===== config.mk =====
export PLATFORM = sky130hd
export DESIGN_NAME = tmhp_port
export DESIGN_NICKNAME = d
export VERILOG_FILES = /design/src/hdl/tmhp_pkg.sv /design/src/hdl/tmhp_port.sv /design/src/hdl/tmhp_regmem.sv
export SDC_FILE = /design/constraint.sdc
export NUM_CORES = 1
export LEC_CHECK = 0
export BUFFER_PORTS_ARGS = -buffer_cell sky130_fd_sc_hd__buf_2
export CELL_PAD_IN_SITES_DETAIL_PLACEMENT = 1
export CELL_PAD_IN_SITES_GLOBAL_PLACEMENT = 1
export CORE_MARGIN = 2
export CORE_UTILIZATION = 25
export DETAILED_ROUTE_END_ITERATION = 12
export GPL_ROUTABILITY_DRIVEN = 0
export PLACE_DENSITY_LB_ADDON = 0.1
export RECOVER_POWER = 50
export SYNTH_ARGS = -nofsm -noshare
export SYNTH_HDL_FRONTEND = slang
export SYNTH_SLANG_ARGS = --single-unit

===== constraint.sdc =====
create_clock -name ref_clk_i -period 2.9 [get_ports ref_clk_i]
set_input_delay 0.58 -clock ref_clk_i [delete_from_list [all_inputs] [get_ports ref_clk_i]]
set_output_delay 0.58 -clock ref_clk_i [all_outputs]
set_load 0.03 [all_outputs]

===== src/hdl/tmhp_pkg.sv =====
// shared constants and types of the time manager host port
package tmhp_pkg;
    // ****************************************
    // register map
    // ****************************************
    localparam logic [4:0] TMHP_CTRL_ADDR = 5'h1b;
    localparam logic [4:0] TMHP_STAMP_LAST_ADDR = 5'h14;
    localparam logic [15:0] TMHP_CTRL_RESET = 16'h0000;
    localparam logic [15:0] TMHP_CTRL_WMASK = 16'h01ec;

    // ****************************************
    // control register field positions
    // ****************************************
    localparam int TMHP_BIT_WINDOW = 0;
    localparam int TMHP_BIT_ALARM = 1;
    localparam int TMHP_BIT_STAMP = 2;
    localparam int TMHP_BIT_PHASE = 3;
    localparam int TMHP_BIT_WAVE = 4;
    localparam int TMHP_BIT_USER_LO = 5;
    localparam int TMHP_BIT_USER_HI = 8;
    localparam int TMHP_BIT_VALID = 9;

    // ****************************************
    // widths and families
    // ****************************************
    localparam int TMHP_AW = 5;
    localparam int TMHP_DW = 16;
    localparam logic TMHP_FAMILY_FALL = 1'b0;
    localparam logic TMHP_FAMILY_RISE = 1'b1;

    // pins from outside, resynchronised as one bundle
    typedef struct packed {
        logic mproc_clk;
        logic family_sel;
        logic cs_n;
        logic rd_n;
        logic wr_n;
        logic phase_in;
        logic stamp_strobe;
        logic [TMHP_AW-1:0] addr;
        logic [TMHP_DW-1:0] data;
    } tmhp_pins_s;

    typedef enum logic [1:0] {
        TMHP_IDLE,
        TMHP_READ_WAIT,
        TMHP_HOLD
    } tmhp_state_e;
endpackage


===== src/hdl/tmhp_port.sv =====
// host port and low control bits of the time manager
// Function
// every register can be read and written over the processor port
// host drives select, read, write in step with the processor clock
// strobes sampled on falling clock edge for family 0, rising for 1
// family 1: ready low when a cycle completes; family 0: ready stays high
// with auxiliary crystal 0, processor clock at least twice serial bus clock
// processor clock no faster than the crystal input
// phase bit set by written one or rising edge of phase input
// every phase input rising edge reaches waveform generator even when bit high
// writing one to a set phase bit gives no extra phase event
// stamp bit set by written one or strobe edge; both start capture; here a written one starts capture only while the bit is clear
// stamp bit cleared at the end of a read of address 20
// control bit 1 mirrors the alarm output level
// control bit 0 mirrors the window output level
// control writes keep read-only bits; control reads change nothing
// control register at address 27, writable bits 2, 3, 5 to 8
// input rising edges detected internally, each setting its bit once
`timescale 1ns/1ps
module tmhp_port #(
    parameter int AW = tmhp_pkg::TMHP_AW,
    parameter int DW = tmhp_pkg::TMHP_DW
) (
    input wire logic ref_clk_i,
    input wire logic rst_i,
    input wire logic ce_i,
    input wire logic mproc_clk_i,
    input wire logic family_sel_i,
    input wire logic cs_n_i,
    input wire logic rd_n_i,
    input wire logic wr_n_i,
    input wire logic [AW-1:0] addr_i,
    input wire logic [DW-1:0] data_i,
    output logic [DW-1:0] data_o,
    output logic data_oe_n_o,
    output logic ready_n_o,
    input wire logic phase_in_i,
    input wire logic stamp_strobe_i,
    input wire logic alarm_i,
    input wire logic window_i,
    input wire logic wave_i,
    input wire logic time_valid_i,
    output logic phase_event_o,
    output logic stamp_capture_o,
    output logic [3:0] ctrl_user_o
);
    // ****************************************
    // pin synchronisers
    // ****************************************
    tmhp_pkg::tmhp_pins_s pins_in;
    tmhp_pkg::tmhp_pins_s pin_meta_r;
    tmhp_pkg::tmhp_pins_s pin_sync_r;
    tmhp_pkg::tmhp_pins_s pin_last_r;

    assign pins_in = '{mproc_clk: mproc_clk_i, family_sel: family_sel_i, cs_n: cs_n_i, rd_n: rd_n_i,
                       wr_n: wr_n_i, phase_in: phase_in_i, stamp_strobe: stamp_strobe_i,
                       addr: addr_i, data: data_i};

    // reset values: host idle, all strobes released
    always_ff @(posedge ref_clk_i) begin
        if (rst_i) begin
            pin_meta_r <= '{cs_n: 1'b1, rd_n: 1'b1, wr_n: 1'b1, default: '0};
            pin_sync_r <= '{cs_n: 1'b1, rd_n: 1'b1, wr_n: 1'b1, default: '0};
            pin_last_r <= '{cs_n: 1'b1, rd_n: 1'b1, wr_n: 1'b1, default: '0};
        end else if (ce_i) begin
            pin_meta_r <= pins_in;
            pin_sync_r <= pin_meta_r;
            pin_last_r <= pin_sync_r;
        end
    end

    // ****************************************
    // sampling edge and access decode
    // ****************************************
    logic clk_rise;
    logic clk_fall;
    logic sample_edge;
    logic req_read;
    logic req_write;
    logic is_ctrl;

    assign clk_rise = pin_sync_r.mproc_clk && !pin_last_r.mproc_clk;
    assign clk_fall = !pin_sync_r.mproc_clk && pin_last_r.mproc_clk;
    assign sample_edge = (pin_sync_r.family_sel == tmhp_pkg::TMHP_FAMILY_RISE) ? clk_rise : clk_fall;
    // write wins when the host asserts both strobes
    assign req_write = !pin_sync_r.cs_n && !pin_sync_r.wr_n;
    assign req_read = !pin_sync_r.cs_n && !pin_sync_r.rd_n && pin_sync_r.wr_n;
    assign is_ctrl = (pin_sync_r.addr == tmhp_pkg::TMHP_CTRL_ADDR);

    // ****************************************
    // cycle state machine
    // ****************************************
    tmhp_pkg::tmhp_state_e state_r;
    tmhp_pkg::tmhp_state_e state_nxt;
    logic [AW-1:0] cyc_addr_r;
    logic cyc_read_r;
    logic cyc_ctrl_r;
    logic take_write;
    logic take_read;
    logic cycle_end;

    assign take_write = sample_edge && (state_r == tmhp_pkg::TMHP_IDLE) && req_write;
    assign take_read = sample_edge && (state_r == tmhp_pkg::TMHP_IDLE) && req_read;
    assign cycle_end = sample_edge && (state_r == tmhp_pkg::TMHP_HOLD) && pin_sync_r.cs_n;

    always_comb begin
        state_nxt = state_r;
        unique case (state_r)
            tmhp_pkg::TMHP_IDLE: begin
                if (take_read) begin
                    state_nxt = tmhp_pkg::TMHP_READ_WAIT;
                end else if (take_write) begin
                    state_nxt = tmhp_pkg::TMHP_HOLD;
                end
            end
            tmhp_pkg::TMHP_READ_WAIT: begin
                state_nxt = tmhp_pkg::TMHP_HOLD;
            end
            tmhp_pkg::TMHP_HOLD: begin
                if (cycle_end) begin
                    state_nxt = tmhp_pkg::TMHP_IDLE;
                end
            end
            // unused fourth code falls back to idle
            default: begin
                state_nxt = tmhp_pkg::TMHP_IDLE;
            end
        endcase
    end

    always_ff @(posedge ref_clk_i) begin
        if (rst_i) begin
            state_r <= tmhp_pkg::TMHP_IDLE;
        end else if (ce_i) begin
            state_r <= state_nxt;
        end
    end

    always_ff @(posedge ref_clk_i) begin
        if (rst_i) begin
            cyc_addr_r <= '0;
            cyc_read_r <= 1'b0;
            cyc_ctrl_r <= 1'b0;
        end else if (ce_i && (take_read || take_write)) begin
            cyc_addr_r <= pin_sync_r.addr;
            cyc_read_r <= take_read;
            cyc_ctrl_r <= is_ctrl;
        end
    end

    // ****************************************
    // storage words for every other address
    // ****************************************
    logic [DW-1:0] mem_rdata;

    tmhp_regmem #(
        .AW(AW),
        .DW(DW)
    ) u_regmem (
        .ref_clk_i(ref_clk_i),
        .ce_i(ce_i),
        .we_i(take_write && !is_ctrl),
        .addr_i(pin_sync_r.addr),
        .wdata_i(pin_sync_r.data),
        .rdata_o(mem_rdata)
    );

    // ****************************************
    // control register, live bits
    // ****************************************
    logic ctrl_wr;
    logic [DW-1:0] wdata;
    logic phase_rise;
    logic strobe_rise;
    logic phase_bit_r;
    logic stamp_bit_r;
    logic [3:0] user_bits_r;
    logic stamp_clear;
    logic [DW-1:0] ctrl_view;

    assign ctrl_wr = take_write && is_ctrl;
    assign wdata = pin_sync_r.data & tmhp_pkg::TMHP_CTRL_WMASK;
    // edges taken from synchronised copies, one pulse per edge
    assign phase_rise = pin_sync_r.phase_in && !pin_last_r.phase_in;
    assign strobe_rise = pin_sync_r.stamp_strobe && !pin_last_r.stamp_strobe;
    assign stamp_clear = cycle_end && cyc_read_r && (cyc_addr_r == tmhp_pkg::TMHP_STAMP_LAST_ADDR);

    // set from the pin wins over a written zero in the same cycle
    always_ff @(posedge ref_clk_i) begin
        if (rst_i) begin
            phase_bit_r <= tmhp_pkg::TMHP_CTRL_RESET[tmhp_pkg::TMHP_BIT_PHASE];
        end else if (ce_i) begin
            if (phase_rise) begin
                phase_bit_r <= 1'b1;
            end else if (ctrl_wr) begin
                phase_bit_r <= wdata[tmhp_pkg::TMHP_BIT_PHASE];
            end
        end
    end

    // set wins over the end-of-read clear
    always_ff @(posedge ref_clk_i) begin
        if (rst_i) begin
            stamp_bit_r <= tmhp_pkg::TMHP_CTRL_RESET[tmhp_pkg::TMHP_BIT_STAMP];
        end else if (ce_i) begin
            if (strobe_rise || (ctrl_wr && wdata[tmhp_pkg::TMHP_BIT_STAMP])) begin
                stamp_bit_r <= 1'b1;
            end else if (stamp_clear) begin
                stamp_bit_r <= 1'b0;
            end else if (ctrl_wr) begin
                stamp_bit_r <= 1'b0;
            end
        end
    end

    always_ff @(posedge ref_clk_i) begin
        if (rst_i) begin
            user_bits_r <= tmhp_pkg::TMHP_CTRL_RESET[tmhp_pkg::TMHP_BIT_USER_HI:tmhp_pkg::TMHP_BIT_USER_LO];
        end else if (ce_i && ctrl_wr) begin
            user_bits_r <= wdata[tmhp_pkg::TMHP_BIT_USER_HI:tmhp_pkg::TMHP_BIT_USER_LO];
        end
    end

    // a written one only counts as an event when the bit was clear
    always_ff @(posedge ref_clk_i) begin
        if (rst_i) begin
            phase_event_o <= 1'b0;
            stamp_capture_o <= 1'b0;
        end else if (ce_i) begin
            phase_event_o <= phase_rise
                || (ctrl_wr && wdata[tmhp_pkg::TMHP_BIT_PHASE] && !phase_bit_r);
            stamp_capture_o <= strobe_rise
                || (ctrl_wr && wdata[tmhp_pkg::TMHP_BIT_STAMP] && !stamp_bit_r);
        end
    end

    assign ctrl_user_o = user_bits_r;

    always_comb begin
        ctrl_view = '0;
        ctrl_view[tmhp_pkg::TMHP_BIT_WINDOW] = window_i;
        ctrl_view[tmhp_pkg::TMHP_BIT_ALARM] = alarm_i;
        ctrl_view[tmhp_pkg::TMHP_BIT_STAMP] = stamp_bit_r;
        ctrl_view[tmhp_pkg::TMHP_BIT_PHASE] = phase_bit_r;
        ctrl_view[tmhp_pkg::TMHP_BIT_WAVE] = wave_i;
        ctrl_view[tmhp_pkg::TMHP_BIT_USER_HI:tmhp_pkg::TMHP_BIT_USER_LO] = user_bits_r;
        ctrl_view[tmhp_pkg::TMHP_BIT_VALID] = time_valid_i;
    end

    // ****************************************
    // read data and ready
    // ****************************************
    // read data is frozen for the whole hold phase, so a slow host sees a stable word
    always_ff @(posedge ref_clk_i) begin
        if (rst_i) begin
            data_o <= '0;
        end else if (ce_i && state_r == tmhp_pkg::TMHP_READ_WAIT) begin
            data_o <= cyc_ctrl_r ? ctrl_view : mem_rdata;
        end
    end

    always_ff @(posedge ref_clk_i) begin
        if (rst_i) begin
            data_oe_n_o <= 1'b1;
        end else if (ce_i) begin
            data_oe_n_o <= !((state_r == tmhp_pkg::TMHP_READ_WAIT)
                || (state_r == tmhp_pkg::TMHP_HOLD && cyc_read_r && !cycle_end));
        end
    end

    // ready only in the rising-edge family; stays high otherwise
    always_ff @(posedge ref_clk_i) begin
        if (rst_i) begin
            ready_n_o <= 1'b1;
        end else if (ce_i) begin
            ready_n_o <= !((pin_sync_r.family_sel == tmhp_pkg::TMHP_FAMILY_RISE)
                && (state_nxt == tmhp_pkg::TMHP_HOLD));
        end
    end
endmodule


===== src/hdl/tmhp_regmem.sv =====
// storage words behind the host port, registered read data
`timescale 1ns/1ps
module tmhp_regmem #(
    parameter int AW = 5,
    parameter int DW = 16
) (
    input wire logic ref_clk_i,
    input wire logic ce_i,
    input wire logic we_i,
    input wire logic [AW-1:0] addr_i,
    input wire logic [DW-1:0] wdata_i,
    output logic [DW-1:0] rdata_o
);
    logic [DW-1:0] mem_r [0:(1<<AW)-1];

    always_ff @(posedge ref_clk_i) begin
        if (ce_i && we_i) begin
            mem_r[addr_i] <= wdata_i;
        end
    end

    // no reset on the array: contents are undefined until written
    always_ff @(posedge ref_clk_i) begin
        if (ce_i) begin
            rdata_o <= mem_r[addr_i];
        end
    end
endmodule


=== Yosys cells after proc, flatten, opt, wreduce, memory -nomap -nowiden ===
Memories as Yosys holds them, arrays and structs flattened. A register that Yosys moved wholly into a read port is not among the register bits.
Cells that the tools add are included.

* Reductions and logical operators: 50
* Equality and inequality tests: 5
* Mux-type cells: 13

{| class="wikitable"
|+ Operator list
! cell !! number
|-
| $logic_and A1 B1 Y1 || 27
|-
| $mux W16 || 1
|-
| $logic_not A1 Y1 || 13
|-
| $eq A5 B5 Y1 const B || 2
|-
| $mux W1 || 8
|-
| $mux W2 || 3
|-
| $pmux W2 S3 || 1
|-
| $logic_or A1 B1 Y1 || 5
|-
| $eq A2 B2 Y1 const B || 2
|-
| $reduce_and A2 Y1 || 2
|-
| $reduce_bool A3 Y1 || 1
|-
| $eq A2 B1 Y1 const B || 1
|-
| $logic_not A2 Y1 || 1
|-
| $reduce_bool A2 Y1 || 1
|}

* RAM bits: 512
* Input port bits: 35
* Logic and storage cells: 102
* Output and inout port bits: 24
* Register bits after elaboration: 94
* Memories: 1

{| class="wikitable"
|+ Memories
! name !! depth !! bits a word !! read ports !! clocked after memory_dff !! wr ports !! line !! text
|-
| u_regmem.mem_r || 32 || 16 || 1 || 1 || 1 || tmhp_regmem.sv:14 || <nowiki>logic [DW-1:0] mem_r [0:(1<<AW)-1];</nowiki>
|}

=== Depth between registers and ports, before layout ===
* Word-level depth: 11
* Mapped depth: 7
* Depth with buffers taken out: 4

=== Modules after synthesis ===
A second synthesis with hierarchy kept.

* Cells, all modules: 1456
* Area, all modules: 23986.8 um2

{| class="wikitable"
|+ By module, submodules not included
! module !! sequential area each (um2) !! cells an instance !! times used !! area each (um2)
|-
| tmhp_regmem || 15855.2 || 1088 || 1 || 20230.7
|-
| tmhp_port || 1881.8 || 368 || 1 || 3756.1
|}

=== Worst setup path after synthesis ===
Ideal clock, no wire load.

* Path type: in2reg
* From: input port ce_i
* To: memory u_regmem.mem_r[0][0], enable pin
* Cell stages on the path: 6
* Required time: 2512 ps
* Data arrival time: 2389 ps
* Path buffers: 2
* Library setup time: 388 ps
* Slack: 122 ps
* Cell sequence: buf_4 -> and4bb_2 -> o21ai_4 -> or4_1 -> clkbuf_1 -> nor2_1

* Longest elaborated chain between the ends: 3

{| class="wikitable"
|+ Ends and longest elaborated chain
! what !! line !! text
|-
| from (decl) || tmhp_port.sv:26 || <nowiki>input wire logic ce_i,</nowiki>
|-
| $logic_and A1 B1 Y1 || tmhp_regmem.sv:17 || <nowiki>if (ce_i && we_i) begin</nowiki>
|-
| $mux W1 || tmhp_regmem.sv:17 ||
|-
| $mux W1 (implied by the code) || tmhp_regmem.sv:18 || <nowiki>mem_r[addr_i] <= wdata_i;</nowiki>
|-
| to (decl) || tmhp_regmem.sv:14 ||
|}

Every way passes these cells.

==> summary by stage <==
Clocking
After clock tree synthesis, the repair step resized 0 gates. The cts-stage hold buffer count is 0. Buffers added to address setup during post-CTS repair amount to 0. Counting along the longest clock path gives a buffer depth of 3. The tree built by TritonCTS fans out to between 600 and 700 sinks. The clock latency of the later-clocked register in the worst-skew pair is 0.63 ns. Clock tree synthesis inserted a total of 73 buffers. The cell sitting at the root of the clock tree is a clkbuf_16. TritonCTS built the clock tree.

The level count of the clock H-tree is 3. The clock transition at the register clock pins on the worst setup and hold paths after CTS is around 0.06 ns.

GRT
The all-layer global routing usage is approximately 14%. The maximum number of pins on one net before global-route repair is 88. Global routing finished with a remaining overflow of 0. The number of antenna violations at the first check in global routing is 2.

The via count of the first global-routing pass was ~13000. The first global-routing pass estimated 98.7 mm of wire.

Routing
The detail route stage leaves a number of antenna-violating nets equal to 0. The final layout contains routed wiring with a total length of just under 70 mm. The average detailed-routed wire length per instance is 25.6 µm. In the routed design, unresolved DRC markers number 0. The detailed router placed 11990 vias in this run. The first-iteration detailed-routing DRC count is roughly 750. The detailed-router iteration count before antenna repair is 7.

Using the TritonRoute via totals, the vias-per-cell ratio works out to about 4.4.

Synthesis
The cell area after synthesis is between 0.02 and 0.025 mm². After synthesis, the share of flip-flops with an asynchronous set or reset is 0%. The number of enable-type register cells in the synthesized netlist is 528.

After Yosys synthesis, and, or, nand and nor cells account for ~3.9% of the synthesized area. The sequential area share after synthesis is roughly 75%. The count of different cell masters after synthesis is 52. By area, the combinational part of the netlist is dominated by multiplexers. The compound-gate portion of the synthesized area is about 3.6%. The post-synthesis share of cell area spent on xor and xnor gates is 0%. For this run, the leading register cell type out of synthesis is edfxtp_1. The synthesized design contains a little over 600 register bits. The synthesized netlist devotes 0% of its cell area to adder and majority cells.

The average size of a mapped cell is 19.5 µm². Counting every instance in the synthesized netlist gives 1208. The count of warnings emitted by yosys is 0.

The multiplexer share of the synthesized area is 15.4%.

Hold path
The start point of the worst hold path is rd_n_i. The worst hold path belongs to the class in -> reg.

Die
The width of the die is between 300 and 400 µm. The die height is 311 µm. The floorplan step defined a core boundary enclosing slightly above 0.09 mm².

Pin placement for this block handled between 50 and 60 I/O pins. After floorplanning, the core was divided into 112 placement rows. The die covers around 0.096 mm². For this configuration, the core starts out at a cell density of roughly 25%.

Critical path
The cell family contributing the most delay on the critical path is flip-flops. The worst setup path is launched from a flop. The count of buffer and inverter cells on the critical path is 2. The data arrival time of the critical path is about 2.9 ns. STA puts the critical path data required time at approximately 3.3 ns. The beginning of the worst register-to-register path is pin_sync_r[16].

The signal on the critical path passes through buf_12 -> mux4_2 -> a22oi_1 -> nand4_1 -> buf_4. On the worst path, the slowest cell contributes a delay of 0.63 ns. Tracing the worst setup path back leads to its startpoint at pin_sync_r[16]. The largest individual stage delay along the critical path comes from the cell dfxtp_4. The classification of the worst setup path is reg -> reg. The biggest fanout along the worst timing path is 16.

STA classifies the critical path endpoint as a flop.

Final layout
Once layout is done, the placed cells without fillers occupy between 0.02 and 0.03 mm². Counting the fill cells in the layout gives about 9400. The post-route non-filler standard cell count is around 2700.

The ratio of cells with drive above 1 in the final layout is 29.1%. The share of the core filled with cells in the final layout is a little under a third. The growth of design area from synthesis to finish is 21.6%. The number of nets at the end of the flow is between 1000 and 1500.

Placed design
The number of placed instances with taps included is ~2600. The count of port buffers added during placement is 58. The placed standard-cell area is 0.0264 mm². The half-perimeter wire length of the detailed placement result is between 40 and 50 mm.

Power and ir drop
Power spread over the standard cell area amounts to approximately 670 mW/mm². The total leakage power is roughly 0.0084 µW. The worst-case IR drop observed on VDD is about 0.35 mV.

STA
The final setup TNS is 0 ns. Setup repair after global routing left no endpoint under its margin. Of the available clock period, the critical path in the final layout requires between 80% and 90%. The worst clock skew on the final layout is ~0.026 ns.

The number of max-slew violations in the final report is between 300 and 400. The slew of the pin with the lowest slew margin is ~2.3 ns. Setup violations remaining at the end of the flow were counted as 0. The worst max-slew margin expressed relative to the limit is -53.6%. The final hold violation count came to 0.

For this run, the top clock speed supported by timing is 392 MHz. For the finished layout, the period the worst path requires is ~2.6 ns.

Job
Max-cap violations in this run came to 11.

Run status
The checks that failed: capacitance limit, slew limit. The run finished, with violations left.
## where the power goes
group / internal (µW) / switching, µW
Combinational: 246 / 418
Sequential: 9730 / 62.9
Clock: 5040 / 3650
## state kept, by name, summed over array words and instances (netlist names), 2 cells and up
| name | cells |
|---|---|
| ctrl_user_o | 4 |
| cyc_addr_r | 5 |
| data_o | 16 |
| pin_last_r | 3 |
| pin_meta_r | 28 |
| pin_sync_r | 28 |
| state_r | 2 |
| u_regmem.mem_r | 512 |
| u_regmem.rdata_o | 16 |
## per-stage QoR
| step | power (µW) | setup slack [ns] | hold WS, ns |
|---|---|---|---|
| after floorplan | 10300 | 0.122 | 0.441 |
| after detailed placement | 10700 | 0.260 | 0.446 |
| after global placement | 10700 | 0.264 | 0.439 |
| after global routing | 19800 | 0.177 | 0.170 |
| final | 19200 | 0.350 | 0.186 |
| after CTS | 19500 | 0.301 | 0.139 |
## layer usage
layer | wire [µm] | GRT usage (%) | share of wire (%)
met1 | 32000 | 19.7 | 46
met2 | 33500 | 23.6 | 48
met3 | 2380 | 2.22 | 3.4
met4 | 1600 | 4.63 | 2.3
met5 | 0 | 0 | 0
## final cells by class
cell class | count | area, µm² | area share, %
diodes | 2 | 5.00 | 0.0175
inverters | 8 | 30.0 | 0.105
repair buffers | 182 | 1520 | 5.31
multi-input cells | 520 | 5480 | 19.2
clock buffers | 96 | 1960 | 6.87
clock inverters | 29 | 263 | 0.920
well taps | 1254 | 1570 | 5.49
flip-flops and latches | 622 | 17700 | 62.1
## worst register-to-register path, cell delays in order (launching register included)
cell	delay, ns
dfxtp_4	0.63
buf_12	0.26
mux4_2	0.58
a22oi_1	0.43
nand4_1	0.19
buf_4	0.20
## placed cells by master (no fill, tap or decap), types with 18 or more instances in the layout
master / instances
a22oi_1: 64
buf_12: 28
buf_2: 56
buf_4: 81
clkbuf_1: 32
clkbuf_16: 73
dfxtp_1: 92
edfxtp_1: 528
mux2i_1: 73
mux4_2: 128
nand2_1: 20
nand4_1: 21
nor2_1: 90
nor2_2: 18
## final timing paths
| check | end | slack (ns) | cells past startpoint |
|---|---|---|---|
| hold / removal | pin_meta_r[24] | 0.19 | 3 |
| setup reg to reg | u_regmem.rdata_o[9] | 0.35 | 5 |
| setup / recovery | u_regmem.rdata_o[9] | 0.35 | 5 |
| hold reg to reg | data_o[11] | 0.45 | 2 |
## cell families after synthesis
kind of cell           Yosys count
AND/OR/NAND/NOR                188
multiplexers                   201
buffers and inverters           81
flip-flops                     622
AO/OA/AOI/OAI                  115
other                            1
## Yosys cell counts, types with 12 or more instances
master / n / area, µm²
a211oi_1: 12 / 90.1
a22oi_1: 64 / 480
nor2_1: 101 / 379
nand2_1: 20 / 75.1
dfxtp_1: 94 / 1880
mux2i_1: 73 / 731
a21oi_1: 16 / 80.1
nand4_1: 21 / 131
clkbuf_1: 36 / 135
mux4_2: 128 / 2880
edfxtp_1: 528 / 15900
buf_2: 22 / 110
(Power assumes the default switching activity.)
